$ cat src/design/dcc_pkg.sv
// package: register map, field positions and reset values of the calibration register bank
package dcc_pkg;
  // register indexes; byte address is four times the index
  localparam logic [9:0] IDX_PAGE = 10'h008;
  localparam logic [9:0] IDX_CLK_DIV = 10'h050;
  localparam logic [9:0] IDX_CTRL = 10'h051;
  localparam logic [9:0] IDX_STAT = 10'h052;
  localparam logic [9:0] IDX_FSC = 10'h05A;
  localparam logic [9:0] IDX_TUNE = 10'h061;
  localparam logic [9:0] IDX_CLK_PWR = 10'h081;
  localparam logic [9:0] IDX_RING = 10'h083;
  localparam logic [9:0] IDX_INT_STAT = 10'h0F0;
  localparam logic [9:0] IDX_INT_MASK = 10'h0F1;
  // field positions
  localparam int CTRL_RUN_BIT = 7;
  localparam int CTRL_MODE_LSB = 1;
  localparam int CTRL_START_BIT = 0;
  localparam int STAT_ACTIVE_BIT = 2;
  localparam int STAT_FAIL_BIT = 1;
  localparam int STAT_DONE_BIT = 0;
  localparam int TUNE_A_BIT = 6;
  localparam int TUNE_B_BIT = 5;
  localparam int TUNE_C_BIT = 3;
  localparam int RING_HI_BIT = 7;
  localparam int INT_FAIL_LSB = 2;
  // reset values
  localparam logic [1:0] RST_PAGE = 2'h1;
  localparam logic RST_RUN = 1'h1;
  localparam logic [1:0] RST_MODE = 2'h1;
  localparam logic [7:0] RST_FSC = 8'h28;
  localparam logic [7:0] RST_CLK_DIV = 8'h28;
  localparam logic [2:0] RST_TUNE = 3'h6;
  localparam logic [1:0] RST_CLK_OFF = 2'h0;
  localparam logic RST_RING_HI = 1'h0;
  localparam logic [1:0] RST_RING_DIV = 2'h2;
  localparam logic [3:0] RST_INT = 4'h0;
  // ring divider base ratio and calibration length in ticks
  localparam logic [6:0] RING_BASE_DIV = 7'h08;
  localparam logic [7:0] CAL_BASE_STEPS = 8'h10;
endpackage : dcc_pkg

$ cat src/design/dcc_eng_if.sv
// interface: control and status between the register bank and one calibration engine
interface dcc_eng_if;
  logic run;
  logic start;
  logic tick;
  logic clk_off;
  logic fail_in;
  logic [7:0] steps;
  logic active;
  logic done;
  logic fail;
  logic finish;
  modport eng (input run, start, tick, clk_off, fail_in, steps, output active, done, fail, finish);
  modport ctl (output run, start, tick, clk_off, fail_in, steps, input active, done, fail, finish);
endinterface : dcc_eng_if

$ cat src/design/dcc_cal_engine.sv
// module: calibration sequencer for one converter
module dcc_cal_engine (
  // clock and reset
  input logic clock,
  input logic resetn,
  // register bank side
  dcc_eng_if.eng eng_io
);
  typedef enum logic [1:0]
  {
    DCC_IDLE = 2'b01,
    DCC_BUSY = 2'b10
  } dcc_eng_state_t;

  typedef struct packed
  {
    dcc_eng_state_t state;
    logic [7:0] cnt;
    logic done;
    logic fail;
  } dcc_eng_t;

  localparam dcc_eng_t ENG_RST = '{state: DCC_IDLE, cnt: 8'h00, done: 1'b0, fail: 1'b0};

  dcc_eng_t s_q;
  dcc_eng_t s_d;

  always_comb
  begin
    s_d = s_q;
    eng_io.finish = 1'b0;
    if (!eng_io.run)
    begin
      s_d = ENG_RST;
    end
    else
    begin
      case (s_q.state)
        DCC_IDLE:
        begin
          if (eng_io.start)
          begin
            s_d.state = DCC_BUSY;
            s_d.cnt = eng_io.steps;
            s_d.done = 1'b0;
            s_d.fail = 1'b0;
          end
        end
        DCC_BUSY:
        begin
          if (eng_io.start)
          begin
            s_d.cnt = eng_io.steps;
          end
          else if (eng_io.tick && !eng_io.clk_off)
          begin
            if (s_q.cnt <= 8'h01)
            begin
              s_d.state = DCC_IDLE;
              s_d.done = 1'b1;
              s_d.fail = eng_io.fail_in;
              eng_io.finish = 1'b1;
            end
            else
            begin
              s_d.cnt = s_q.cnt - 8'h01;
            end
          end
        end
        default:
        begin
          s_d = ENG_RST;
        end
      endcase
    end
  end

  always_ff @(posedge clock or negedge resetn)
  begin
    if (!resetn)
    begin
      s_q <= ENG_RST;
    end
    else
    begin
      s_q <= s_d;
    end
  end

  assign eng_io.active = (s_q.state == DCC_BUSY);
  assign eng_io.done = s_q.done;
  assign eng_io.fail = s_q.fail;

  a_fail_needs_done: assert property (@(posedge clock) disable iff (!resetn)
    eng_io.fail |-> eng_io.done && !eng_io.active) else $error("fail flag without done");
endmodule : dcc_cal_engine

$ cat src/design/dcc_regs.sv
// module: calibration control and status register bank on an Avalon-MM slave
//
// Added by the designer: the Avalon-MM register port.
module dcc_regs (
  // clock and reset
  input logic clock,
  input logic resetn,
  // avalon-mm slave
  input logic [11:0] address,
  input logic read,
  input logic write,
  input logic [31:0] writedata,
  input logic [3:0] byteenable,
  output logic [31:0] readdata,
  output logic waitrequest,
  // converter side
  input logic [1:0] cal_fail_in,
  output logic [7:0] fsc_code_ch0,
  output logic [7:0] fsc_code_ch1,
  output logic [1:0] calib_mode_ch0,
  output logic [1:0] calib_mode_ch1,
  output logic calib_tune_a,
  output logic calib_tune_b,
  output logic calib_tune_c,
  output logic calib_clk_off_ch0,
  output logic calib_clk_off_ch1,
  output logic ring_osc_ctl_hi,
  output logic [1:0] ring_osc_divide,
  output logic [1:0] calib_active,
  // interrupt
  output logic irq
);
  typedef struct packed
  {
    logic ack;
    logic [31:0] rdata;
    logic [1:0] page;
    logic run;
    logic [1:0][1:0] mode;
    logic [1:0][7:0] fsc;
    logic [7:0] clk_div;
    logic [2:0] tune;
    logic [1:0] clk_off;
    logic ring_hi;
    logic [1:0] ring_div;
    logic [6:0] rcnt;
    logic tick;
    logic [3:0] int_stat;
    logic [3:0] int_mask;
  } dcc_regs_t;

  localparam dcc_regs_t REGS_RST = '{
    ack: 1'b0,
    rdata: 32'h00000000,
    page: dcc_pkg::RST_PAGE,
    run: dcc_pkg::RST_RUN,
    mode: {dcc_pkg::RST_MODE, dcc_pkg::RST_MODE},
    fsc: {dcc_pkg::RST_FSC, dcc_pkg::RST_FSC},
    clk_div: dcc_pkg::RST_CLK_DIV,
    tune: dcc_pkg::RST_TUNE,
    clk_off: dcc_pkg::RST_CLK_OFF,
    ring_hi: dcc_pkg::RST_RING_HI,
    ring_div: dcc_pkg::RST_RING_DIV,
    rcnt: 7'h00,
    tick: 1'b0,
    int_stat: dcc_pkg::RST_INT,
    int_mask: dcc_pkg::RST_INT
  };

  dcc_regs_t s_q;
  dcc_regs_t s_d;

  logic [9:0] widx;
  logic aligned;
  logic wr;
  logic rd;
  logic ch;
  logic [6:0] rlim;
  logic [7:0] rv;
  logic [1:0] act;
  logic [1:0] dn;
  logic [1:0] fl;
  logic [1:0] fin;
  logic [1:0] start;
  logic [3:0] clr;

  dcc_eng_if eif[2] ();

  // engines, one per converter
  for (genvar i = 0; i < 2; i++)
  begin : g_eng
    assign eif[i].run = s_q.run;
    assign eif[i].start = start[i];
    assign eif[i].tick = s_q.tick;
    assign eif[i].clk_off = s_q.clk_off[i];
    assign eif[i].fail_in = cal_fail_in[i];
    assign eif[i].steps = dcc_pkg::CAL_BASE_STEPS + {4'h0, s_q.clk_div[3:0]};
    assign act[i] = eif[i].active;
    assign dn[i] = eif[i].done;
    assign fl[i] = eif[i].fail;
    assign fin[i] = eif[i].finish;
    dcc_cal_engine u_eng (
      .clock(clock),
      .resetn(resetn),
      .eng_io(eif[i])
    );
  end

  // bus decode
  assign widx = address[11:2];
  assign aligned = (address[1:0] == 2'h0);
  assign wr = write && s_q.ack && byteenable[0] && aligned;
  assign rd = read && !s_q.ack;
  assign ch = (s_q.page == 2'h2);
  assign rlim = dcc_pkg::RING_BASE_DIV << s_q.ring_div;
  assign clr = (wr && widx == dcc_pkg::IDX_INT_STAT) ? writedata[3:0] : 4'h0;

  // launch strobes for the paged converters
  always_comb
  begin
    for (int i = 0; i < 2; i++)
    begin
      start[i] = wr && widx == dcc_pkg::IDX_CTRL && writedata[dcc_pkg::CTRL_START_BIT]
        && s_q.page[i];
    end
  end

  // read mux
  always_comb
  begin
    rv = 8'h00;
    if (aligned)
    begin
      case (widx)
        dcc_pkg::IDX_PAGE:
        begin
          rv = {6'h00, s_q.page};
        end
        dcc_pkg::IDX_CLK_DIV:
        begin
          rv = s_q.clk_div;
        end
        dcc_pkg::IDX_CTRL:
        begin
          rv[dcc_pkg::CTRL_RUN_BIT] = s_q.run;
          rv[dcc_pkg::CTRL_MODE_LSB +: 2] = s_q.mode[ch];
        end
        dcc_pkg::IDX_STAT:
        begin
          rv[dcc_pkg::STAT_ACTIVE_BIT] = act[ch];
          rv[dcc_pkg::STAT_FAIL_BIT] = fl[ch];
          rv[dcc_pkg::STAT_DONE_BIT] = dn[ch];
        end
        dcc_pkg::IDX_FSC:
        begin
          rv = s_q.fsc[ch];
        end
        dcc_pkg::IDX_TUNE:
        begin
          rv[dcc_pkg::TUNE_A_BIT] = s_q.tune[2];
          rv[dcc_pkg::TUNE_B_BIT] = s_q.tune[1];
          rv[dcc_pkg::TUNE_C_BIT] = s_q.tune[0];
        end
        dcc_pkg::IDX_CLK_PWR:
        begin
          rv = {6'h00, s_q.clk_off};
        end
        dcc_pkg::IDX_RING:
        begin
          rv[dcc_pkg::RING_HI_BIT] = s_q.ring_hi;
          rv[1:0] = s_q.ring_div;
        end
        dcc_pkg::IDX_INT_STAT:
        begin
          rv = {4'h0, s_q.int_stat};
        end
        dcc_pkg::IDX_INT_MASK:
        begin
          rv = {4'h0, s_q.int_mask};
        end
        default:
        begin
          rv = 8'h00;
        end
      endcase
    end
  end

  // next state
  always_comb
  begin
    s_d = s_q;
    s_d.ack = (read || write) && !s_q.ack;
    if (rd)
    begin
      s_d.rdata = {24'h000000, rv};
    end
    // ring oscillator divider tick
    s_d.tick = (s_q.rcnt >= rlim - 7'h01);
    s_d.rcnt = s_d.tick ? 7'h00 : s_q.rcnt + 7'h01;
    if (wr)
    begin
      case (widx)
        dcc_pkg::IDX_PAGE:
        begin
          s_d.page = writedata[1:0];
        end
        dcc_pkg::IDX_CLK_DIV:
        begin
          s_d.clk_div = writedata[7:0];
        end
        dcc_pkg::IDX_CTRL:
        begin
          s_d.run = writedata[dcc_pkg::CTRL_RUN_BIT];
          for (int i = 0; i < 2; i++)
          begin
            if (s_q.page[i])
            begin
              s_d.mode[i] = writedata[dcc_pkg::CTRL_MODE_LSB +: 2];
            end
          end
        end
        dcc_pkg::IDX_FSC:
        begin
          for (int i = 0; i < 2; i++)
          begin
            if (s_q.page[i])
            begin
              s_d.fsc[i] = writedata[7:0];
            end
          end
        end
        dcc_pkg::IDX_TUNE:
        begin
          s_d.tune = {writedata[dcc_pkg::TUNE_A_BIT], writedata[dcc_pkg::TUNE_B_BIT],
            writedata[dcc_pkg::TUNE_C_BIT]};
        end
        dcc_pkg::IDX_CLK_PWR:
        begin
          s_d.clk_off = writedata[1:0];
        end
        dcc_pkg::IDX_RING:
        begin
          s_d.ring_hi = writedata[dcc_pkg::RING_HI_BIT];
          s_d.ring_div = writedata[1:0];
        end
        dcc_pkg::IDX_INT_MASK:
        begin
          s_d.int_mask = writedata[3:0];
        end
        default:
        begin
          s_d.run = s_q.run;
        end
      endcase
    end
    // sticky events, set wins over write-one-to-clear
    s_d.int_stat = (s_q.int_stat & ~clr) | {fin & cal_fail_in, fin};
  end

  always_ff @(posedge clock or negedge resetn)
  begin
    if (!resetn)
    begin
      s_q <= REGS_RST;
    end
    else
    begin
      s_q <= s_d;
    end
  end

  // outputs
  assign readdata = s_q.rdata;
  assign waitrequest = (read || write) && !s_q.ack;
  assign fsc_code_ch0 = s_q.fsc[0];
  assign fsc_code_ch1 = s_q.fsc[1];
  assign calib_mode_ch0 = s_q.mode[0];
  assign calib_mode_ch1 = s_q.mode[1];
  assign calib_tune_a = s_q.tune[2];
  assign calib_tune_b = s_q.tune[1];
  assign calib_tune_c = s_q.tune[0];
  assign calib_clk_off_ch0 = s_q.clk_off[0];
  assign calib_clk_off_ch1 = s_q.clk_off[1];
  assign ring_osc_ctl_hi = s_q.ring_hi;
  assign ring_osc_divide = s_q.ring_div;
  assign calib_active = act;
  assign irq = |(s_q.int_stat & s_q.int_mask);

  // checks
  a_start_sets_active: assert property (@(posedge clock) disable iff (!resetn)
    start[0] && s_q.run |=> act[0] && !dn[0] && !fl[0]) else $error("start did not launch converter 0");

  a_run_low_resets: assert property (@(posedge clock) disable iff (!resetn)
    !s_q.run |=> act == 2'h0 && dn == 2'h0 && fl == 2'h0) else $error("engine not held in reset");

  a_active_holds: assert property (@(posedge clock) disable iff (!resetn)
    act[1] && s_q.run && !s_q.tick |=> act[1]) else $error("active dropped without tick");

  a_finish_flags: assert property (@(posedge clock) disable iff (!resetn)
    fin[0] |=> !act[0] && dn[0] && fl[0] == $past(cal_fail_in[0])) else $error("finish flags wrong");

  a_done_sticky: assert property (@(posedge clock) disable iff (!resetn)
    dn[1] && s_q.run && !start[1] |=> dn[1]) else $error("done flag lost");

  a_page_status: assert property (@(posedge clock) disable iff (!resetn)
    rd && aligned && widx == dcc_pkg::IDX_STAT && s_q.page == 2'h2
    |=> readdata[2:0] == {$past(act[1]), $past(fl[1]), $past(dn[1])}) else $error("paged status read wrong");

  a_fsc_write: assert property (@(posedge clock) disable iff (!resetn)
    wr && widx == dcc_pkg::IDX_FSC && s_q.page == 2'h2
    |=> fsc_code_ch1 == $past(writedata[7:0]) && fsc_code_ch0 == $past(fsc_code_ch0))
    else $error("paged full-scale write wrong");

  a_ring_tick_gap: assert property (@(posedge clock) disable iff (!resetn)
    s_q.tick |=> !s_q.tick [*7]) else $error("ring divider tick too early");

  a_ring_div_eight: assert property (@(posedge clock) disable iff (!resetn)
    s_q.tick ##1 (s_q.ring_div == 2'h0) [*8] |-> s_q.tick) else $error("divide by 8 tick missing");

  a_bus_one_wait: assert property (@(posedge clock) disable iff (!resetn)
    (read || write) && waitrequest |=> !waitrequest) else $error("waitrequest held too long");

  c_launch_ch0: cover property (@(posedge clock) disable iff (!resetn) start[0] && s_q.run);
  c_done_ch1: cover property (@(posedge clock) disable iff (!resetn) fin[1]);
  c_fail_ch1: cover property (@(posedge clock) disable iff (!resetn) fin[1] && cal_fail_in[1]);
  c_irq_rise: cover property (@(posedge clock) disable iff (!resetn) $rose(irq));
endmodule : dcc_regs

$ cat config.mk
export PLATFORM = sky130hd
export DESIGN_NAME = dcc_regs
export DESIGN_NICKNAME = d
export VERILOG_FILES = /design/src/design/dcc_pkg.sv /design/src/design/dcc_eng_if.sv /design/src/design/dcc_cal_engine.sv /design/src/design/dcc_regs.sv
export SDC_FILE = /design/constraint.sdc
export NUM_CORES = 1
export LEC_CHECK = 0
export ABC_AREA = 0
export BUFFER_PORTS_ARGS = -buffer_cell sky130_fd_sc_hd__buf_4
export CORE_ASPECT_RATIO = 1.2
export CORE_MARGIN = 2
export CORE_UTILIZATION = 35
export DETAILED_ROUTE_END_ITERATION = 10
export PLACE_DENSITY = 0.52
export SYNTH_ARGS = -nofsm -noshare
export SYNTH_HDL_FRONTEND = slang
export SYNTH_HIERARCHICAL = 1
export SYNTH_SLANG_ARGS = --single-unit
$ cat constraint.sdc
create_clock -name clock -period 2.7 [get_ports clock]
set_input_delay 0.405 -clock clock [delete_from_list [all_inputs] [get_ports clock]]
set_output_delay 0.405 -clock clock [all_outputs]
set_load 0.05 [all_outputs]
---- Word level (Yosys, flattened, before mapping) ----
Cells that the tools add are included.
storage, ports and cells
  register bits ........................... 88
  bits of input ports ..................... 54
  output and inout port bits .............. 64
  logic and storage cells ................. 150
cells by class
  $add $sub $neg .......................... 5
  $lt $le $gt $ge ......................... 4
  equality and inequality tests ........... 27
  shifts and indexed selects .............. 1
  multiplexer cells ....................... 50
  bitwise operators ....................... 5
  reduce and logical (&&, ||, !) cells .... 33
operators with widths
  cell                                                            number
  2-to-1 mux 12 bit                                               6
  2-to-1 mux 8 bit                                                7
  == test 10 x 7 -> 1 bit, second input constant                  5
  one-hot mux 12 bit (2 select lines)                             2
  == test 10 x 8 -> 1 bit, second input constant                  4
  2-to-1 mux 2 bit                                                10
  AND reduction 3 bit                                             6
  less-or-equal comparator 8 x 1 -> 1 bit, second input constant  2
  2-to-1 mux 1 bit                                                16
  subtractor 8 x 1 -> 8 bit, second input constant                2
  AND reduction 2 bit                                             7
  logical AND 1 bit                                               12
  != test 3 x 2 -> 1 bit, second input constant                   4
  != test 3 bit, second input constant                            4
  == test 10 x 4 -> 1 bit, second input constant                  1
  one-hot mux 1 bit (9 select lines)                              1
  bitwise AND 4 bit                                               2
  != test 4 x 3 -> 1 bit, second input constant                   2
  != test 4 bit, second input constant                            2
  one-hot mux 1 bit (8 select lines)                              1
  AND reduction 4 bit                                             2
  adder 7 x 1 -> 7 bit, second input constant                     1
  >= comparator 7 bit                                             1
  2-to-1 mux 7 bit                                                1
  19 further kinds                                                24

---- Longest topological paths before layout ----
  word-level depth ........................ 11
  mapped depth ............................ 11
  mapped depth without buffers ............ 9

---- Cells and area by module ----
The synthesis kept the hierarchy.
by module, submodules not included
  module                           times used  cells each  area an instance (sq um)  sequential area each (sq um)
  dcc_regs                         1           355         3739.8                    1617.8
  dcc_cal_engine (g_eng[1].u_eng)  1           113         983.4                     301.5
  dcc_cal_engine (g_eng[0].u_eng)  1           105         950.9                     301.5

---- Worst setup path before layout ----
Ideal clock, no wire load.
  kind .................................... input -> register
  from .................................... in address[7]
  to ...................................... reg g_eng[1].u_eng/s_q[6] (netlist name)
  library setup time ...................... 121 ps
  data arrival time ....................... 2458 ps
  required time ........................... 2579 ps
  path slack .............................. 121 ps
  cell stages on the path ................. 11
  buffers on the path ..................... 2
  path through ............................ clkbuf_1 and4bb_2 and2_1 nand3_1 nor2_1 and3_1 clkbuf_1 and2_1 or2_2 a22o_1 a22o_2
on the way
  word-level cells in the longest chain between the ends .. 7
  elaborated cells between the ends (all ways) .. 11
  classes of those cells .................. eq/ne: 4; mux: 3; reduce/logical: 4
ends and longest elaborated chain
  element                              RTL line              source
  start, declared                      dcc_regs.sv:9         input logic [11:0] address,
  == test 10 x 7 -> 1 bit *            dcc_regs.sv:123       start[i] = wr && widx == dcc_pkg::IDX_CTRL && writedata[dcc_pkg::CTRL_START_BIT]
  logical AND 1 bit * (2 in series)    dcc_regs.sv:123
  logical AND 1 bit *                  dcc_regs.sv:124       && s_q.page[i];
  net eif[1].start                     dcc_eng_if.sv:4       logic start;
  2-to-1 mux 8 bit                     dcc_cal_engine.sv:51  if (eng_io.start)
  one-hot mux 12 bit (2 select lines)  dcc_cal_engine.sv:38  case (s_q.state)
  2-to-1 mux 12 bit                    dcc_cal_engine.sv:32  if (!eng_io.run)
  end signal, assigned                 dcc_cal_engine.sv:82  s_q <= ENG_RST;
  end signal, assigned                 dcc_cal_engine.sv:86  s_q <= s_d;
  end, declared                        dcc_cal_engine.sv:25  dcc_eng_t s_q;
The timed path passes the listed nets; every way through them passes the cells marked *.
A chain may end at the register's enable or synchronous reset.

---- Worst setup path in the final report ----
  from .................................... reg s_q[54] (netlist name)
  to ...................................... reg s_q, in the netlist readdata[7]
on the way
  word-level cells in the longest chain between the ends .. 5
ends and longest elaborated chain
  element                                               RTL line         source
  start, declared                                       dcc_regs.sv:70   dcc_regs_t s_q;
  start signal, assigned                                dcc_regs.sv:265  s_q <= REGS_RST;
  start signal, assigned                                dcc_regs.sv:269  s_q <= s_d;
  == test 2 bit                                         dcc_regs.sv:114  assign ch = (s_q.page == 2'h2);
  2-to-1 mux 8 bit (implied by the code) (2 in series)  dcc_regs.sv:156  rv = s_q.fsc[ch];
  one-hot mux 1 bit (4 select lines)                    dcc_regs.sv:134  case (widx)
  2-to-1 mux 8 bit                                      dcc_regs.sv:132  if (aligned)
Every way passes these cells. The select of a mux whose other input is x is not followed.

==> summary.md <==
| Metric | Value |
|---|---|
| Post-CTS setup buffer count | `0` |
| Seq/Total Area, Yosys | `39.1%` |
| Post-DRT Antenna Nets | `0` |
| Kind of critical path | `register to register` |
| # fillers | `1,633` |
| First-pass GRT wire length | `between 20,000 and 25,000 µm` |
| Peak VDD IR | `0.000308 V` |
| Pre-CTS setup slack | `0.100 ns` |
| Core area | `about 0.016 mm²` |
| Final period utilization | `84.8%` |
| Startpoint types | `register` |
| Worst-skew pair later-pin latency | `0.35 ns` |
| Syn Inst Count | `573` |
| Reg-to-reg setup timing slack | `0.41 ns` |
| Num CTS Buffers | `9` |
| Measured slew at the worst slew-check pin | `0.847 ns` |
| Post-CTS Hold Buffers | `0` |
| DPL Wire Length | `11,000 µm` |
| Largest net degree at the start of global routing | `48` |
| Placed Area | `0.00618 mm²` |
| P_leak | `0.00299 µW` |
| Top_reg_cell synth | `dfrtp_1` |
| CTS Sinks | `a little under 90` |
| Final Setup Violations | `0` |
| Mean area per synthesized cell | `9.90 µm²` |
| Period minus WS final | `2.29 ns` |
| Die width | `120 µm` |
| Clock buffer depth | `2` |
| Total of warnings raised by yosys | `6` |
| Final wirelength | `14,600 µm` |
| Run status | `finished clean` |
| WL/cell | `roughly 17 µm` |
| CTS tree | `built` |
| Post-route setup slack | `0.410 ns` |
| Max_cap viols | `0` |
| Overall routing resource usage | `17.6%` |
| Synth async-reset ratio | `100%` |
| Initial DRC Count | `about 340` |
| Final Hold Vio Count | `0` |
| Synth unique cells | `80` |
| Crit path DAT | `2.51 ns` |
| Share of layout cells above drive strength 1 | `29.6%` |
| Ant diodes | `0` |
| Syn-to-layout area delta | `14.7%` |
| Initial antenna violation count | `0` |
| Final Max Tran Viols | `0` |
| Final Cell Area | `0.00651 mm²` |
| Rel. slew slack | `between 40% and 50%` |
| Grt total ovfl | `0` |
| Pre-antenna DRT Iters | `5` |
| CTS-repair resized insts | `0` |
| Critical-path maximum fanout | `6` |
| Worst Hold Slack | `0.0843 ns` |
| # DRC | `0` |
| I/O pins | `118` |
| Die Y | `between 100 and 150 µm` |
| Max Fclk | `about 440 MHz` |
| Synth Register Bits | `88` |
| Global placer's final weighted congestion | `0.867` |
| H-tree depth | `3` |
| Vias per cell | `5.24` |
| Setup_tns | `0 ns` |
| Row count | `51` |
| Final #Nets | `between 600 and 700` |
| Vias in the first global route | `roughly 4,400` |
| RSZ-0062 raised after global routing | `false` |
| Fin util | `40.5%` |
| Hold WC Path Type | `input port to asynchronous set/reset pin` |
| WP data required | `2.92 ns` |
| Pwr per Cell Area | `486 mW/mm²` |
| CP endpoint kind | `register` |
| Die ar. | `0.0173 mm²` |
| Initial Util | `about a third` |
| Via count | `around 4,400` |
| Mapped cell area | `between 0.005 and 0.006 mm²` |
| Port-buffer cells | `66` |
| Clk slew on worst S/H paths | `0.07 ns` |
| Clk root buf | `clkbuf_16` |
| Clock Skew | `0.00911 ns` |
| Number of synthesized flops with an enable pin | `0` |
[layout make-up]
class,instances,area (µm²),area share (%)
multi-input combinational,421,2990,45.9
sequential,88,2220,34.1
timing repair buffer,82,628,9.65
tap,212,265,4.08
clock buffer,11,243,3.73
inverter,22,82.6,1.27
clock inverter,5,81.3,1.25
[placed cells by master (no fill, tap or decap), types with 17 or more instances in the layout]
cell,count
buf_4,81
dfrtp_1,73
inv_1,22
conb_1,33
nor2_1,39
nand2_1,44
o21ai_0,22
a21oi_1,17
mux2_2,45
[state kept, by name (all words and copies together) (netlist names)]
signal,count
s_q,26
eif.run,1
calib_tune_b,1
g_eng.u_eng/eng_io.fail,2
calib_mode_ch0,2
calib_tune_a,1
calib_tune_c,1
calib_clk_off_ch0,1
calib_mode_ch1,2
ring_osc_ctl_hi,1
eif.tick,1
g_eng.u_eng/eng_io.done,2
fsc_code_ch1,8
ring_osc_divide,2
calib_clk_off_ch1,1
fsc_code_ch0,8
g_eng.u_eng/s_q,20
readdata,8
[layer usage]
layer,GRT usage [%],vias up,share of wire (%)
met5,0,-,0
met4,6.61,0,2.1
met3,2.62,19,4.3
met2,29.1,124,48
met1,23.4,2174,45
li1,-,2093,-
[Yosys cell counts, types with 13 or more instances]
cell	n	area (µm²)
a21oi_1	17	85.1
mux2_2	45	507
nor3_1	15	75.1
inv_1	22	82.6
nand2_1	44	165
o21ai_0	22	110
nor2_1	39	146
buf_4	56	420
clkbuf_1	13	48.8
ha_1	15	188
dfrtp_1	73	1830
dfstp_2	15	394
[cell families (layout without fill, tap and decap cells)]
family	Yosys count	count (layout)	synth area share [%]
mux	62	62	12.8
fa+ha+maj	15	15	3.31
xor+xnor	10	10	1.54
compound gates	110	110	14.0
other cells	2	33	0.132
buf+inv	95	120	10.3
flops	88	88	39.1
simple gates	191	191	18.8
[through the flow]
stage,instances,total power [µW]
finish,841,3160
global route,841,3320
CTS,841,3210
detailed placement,825,1820
global placement,825,1810
floorplan,604,1710
[critical path, cell delays in order (launching register included)]
cell       delay, ns
dfrtp_1         0.43
nor2b_1         0.55
buf_4           0.28
mux2_2          0.35
o2bb2ai_1       0.12
a32oi_1         0.30
o21ai_0         0.12
[path summary, 6_finish.rpt]
path,startpoint,to,cells after the start
worst max-delay path,s_q[54],readdata[7],6
worst min-delay path,resetn,g_eng[1].u_eng/s_q[4],1
worst max register to register,s_q[54],readdata[7],6
worst min register to register,readdata[2],readdata[2],2
max in group asynchronous,resetn,s_q[27],2
min in group clock,cal_fail_in[0],s_q[6],2
[report_power, final]
part	switching (µW)	internal, µW
logic	250	123
clock network	532	837
registers	52.2	1370
total	835	2330
Note: power is estimated with default switching activity, not from simulation.
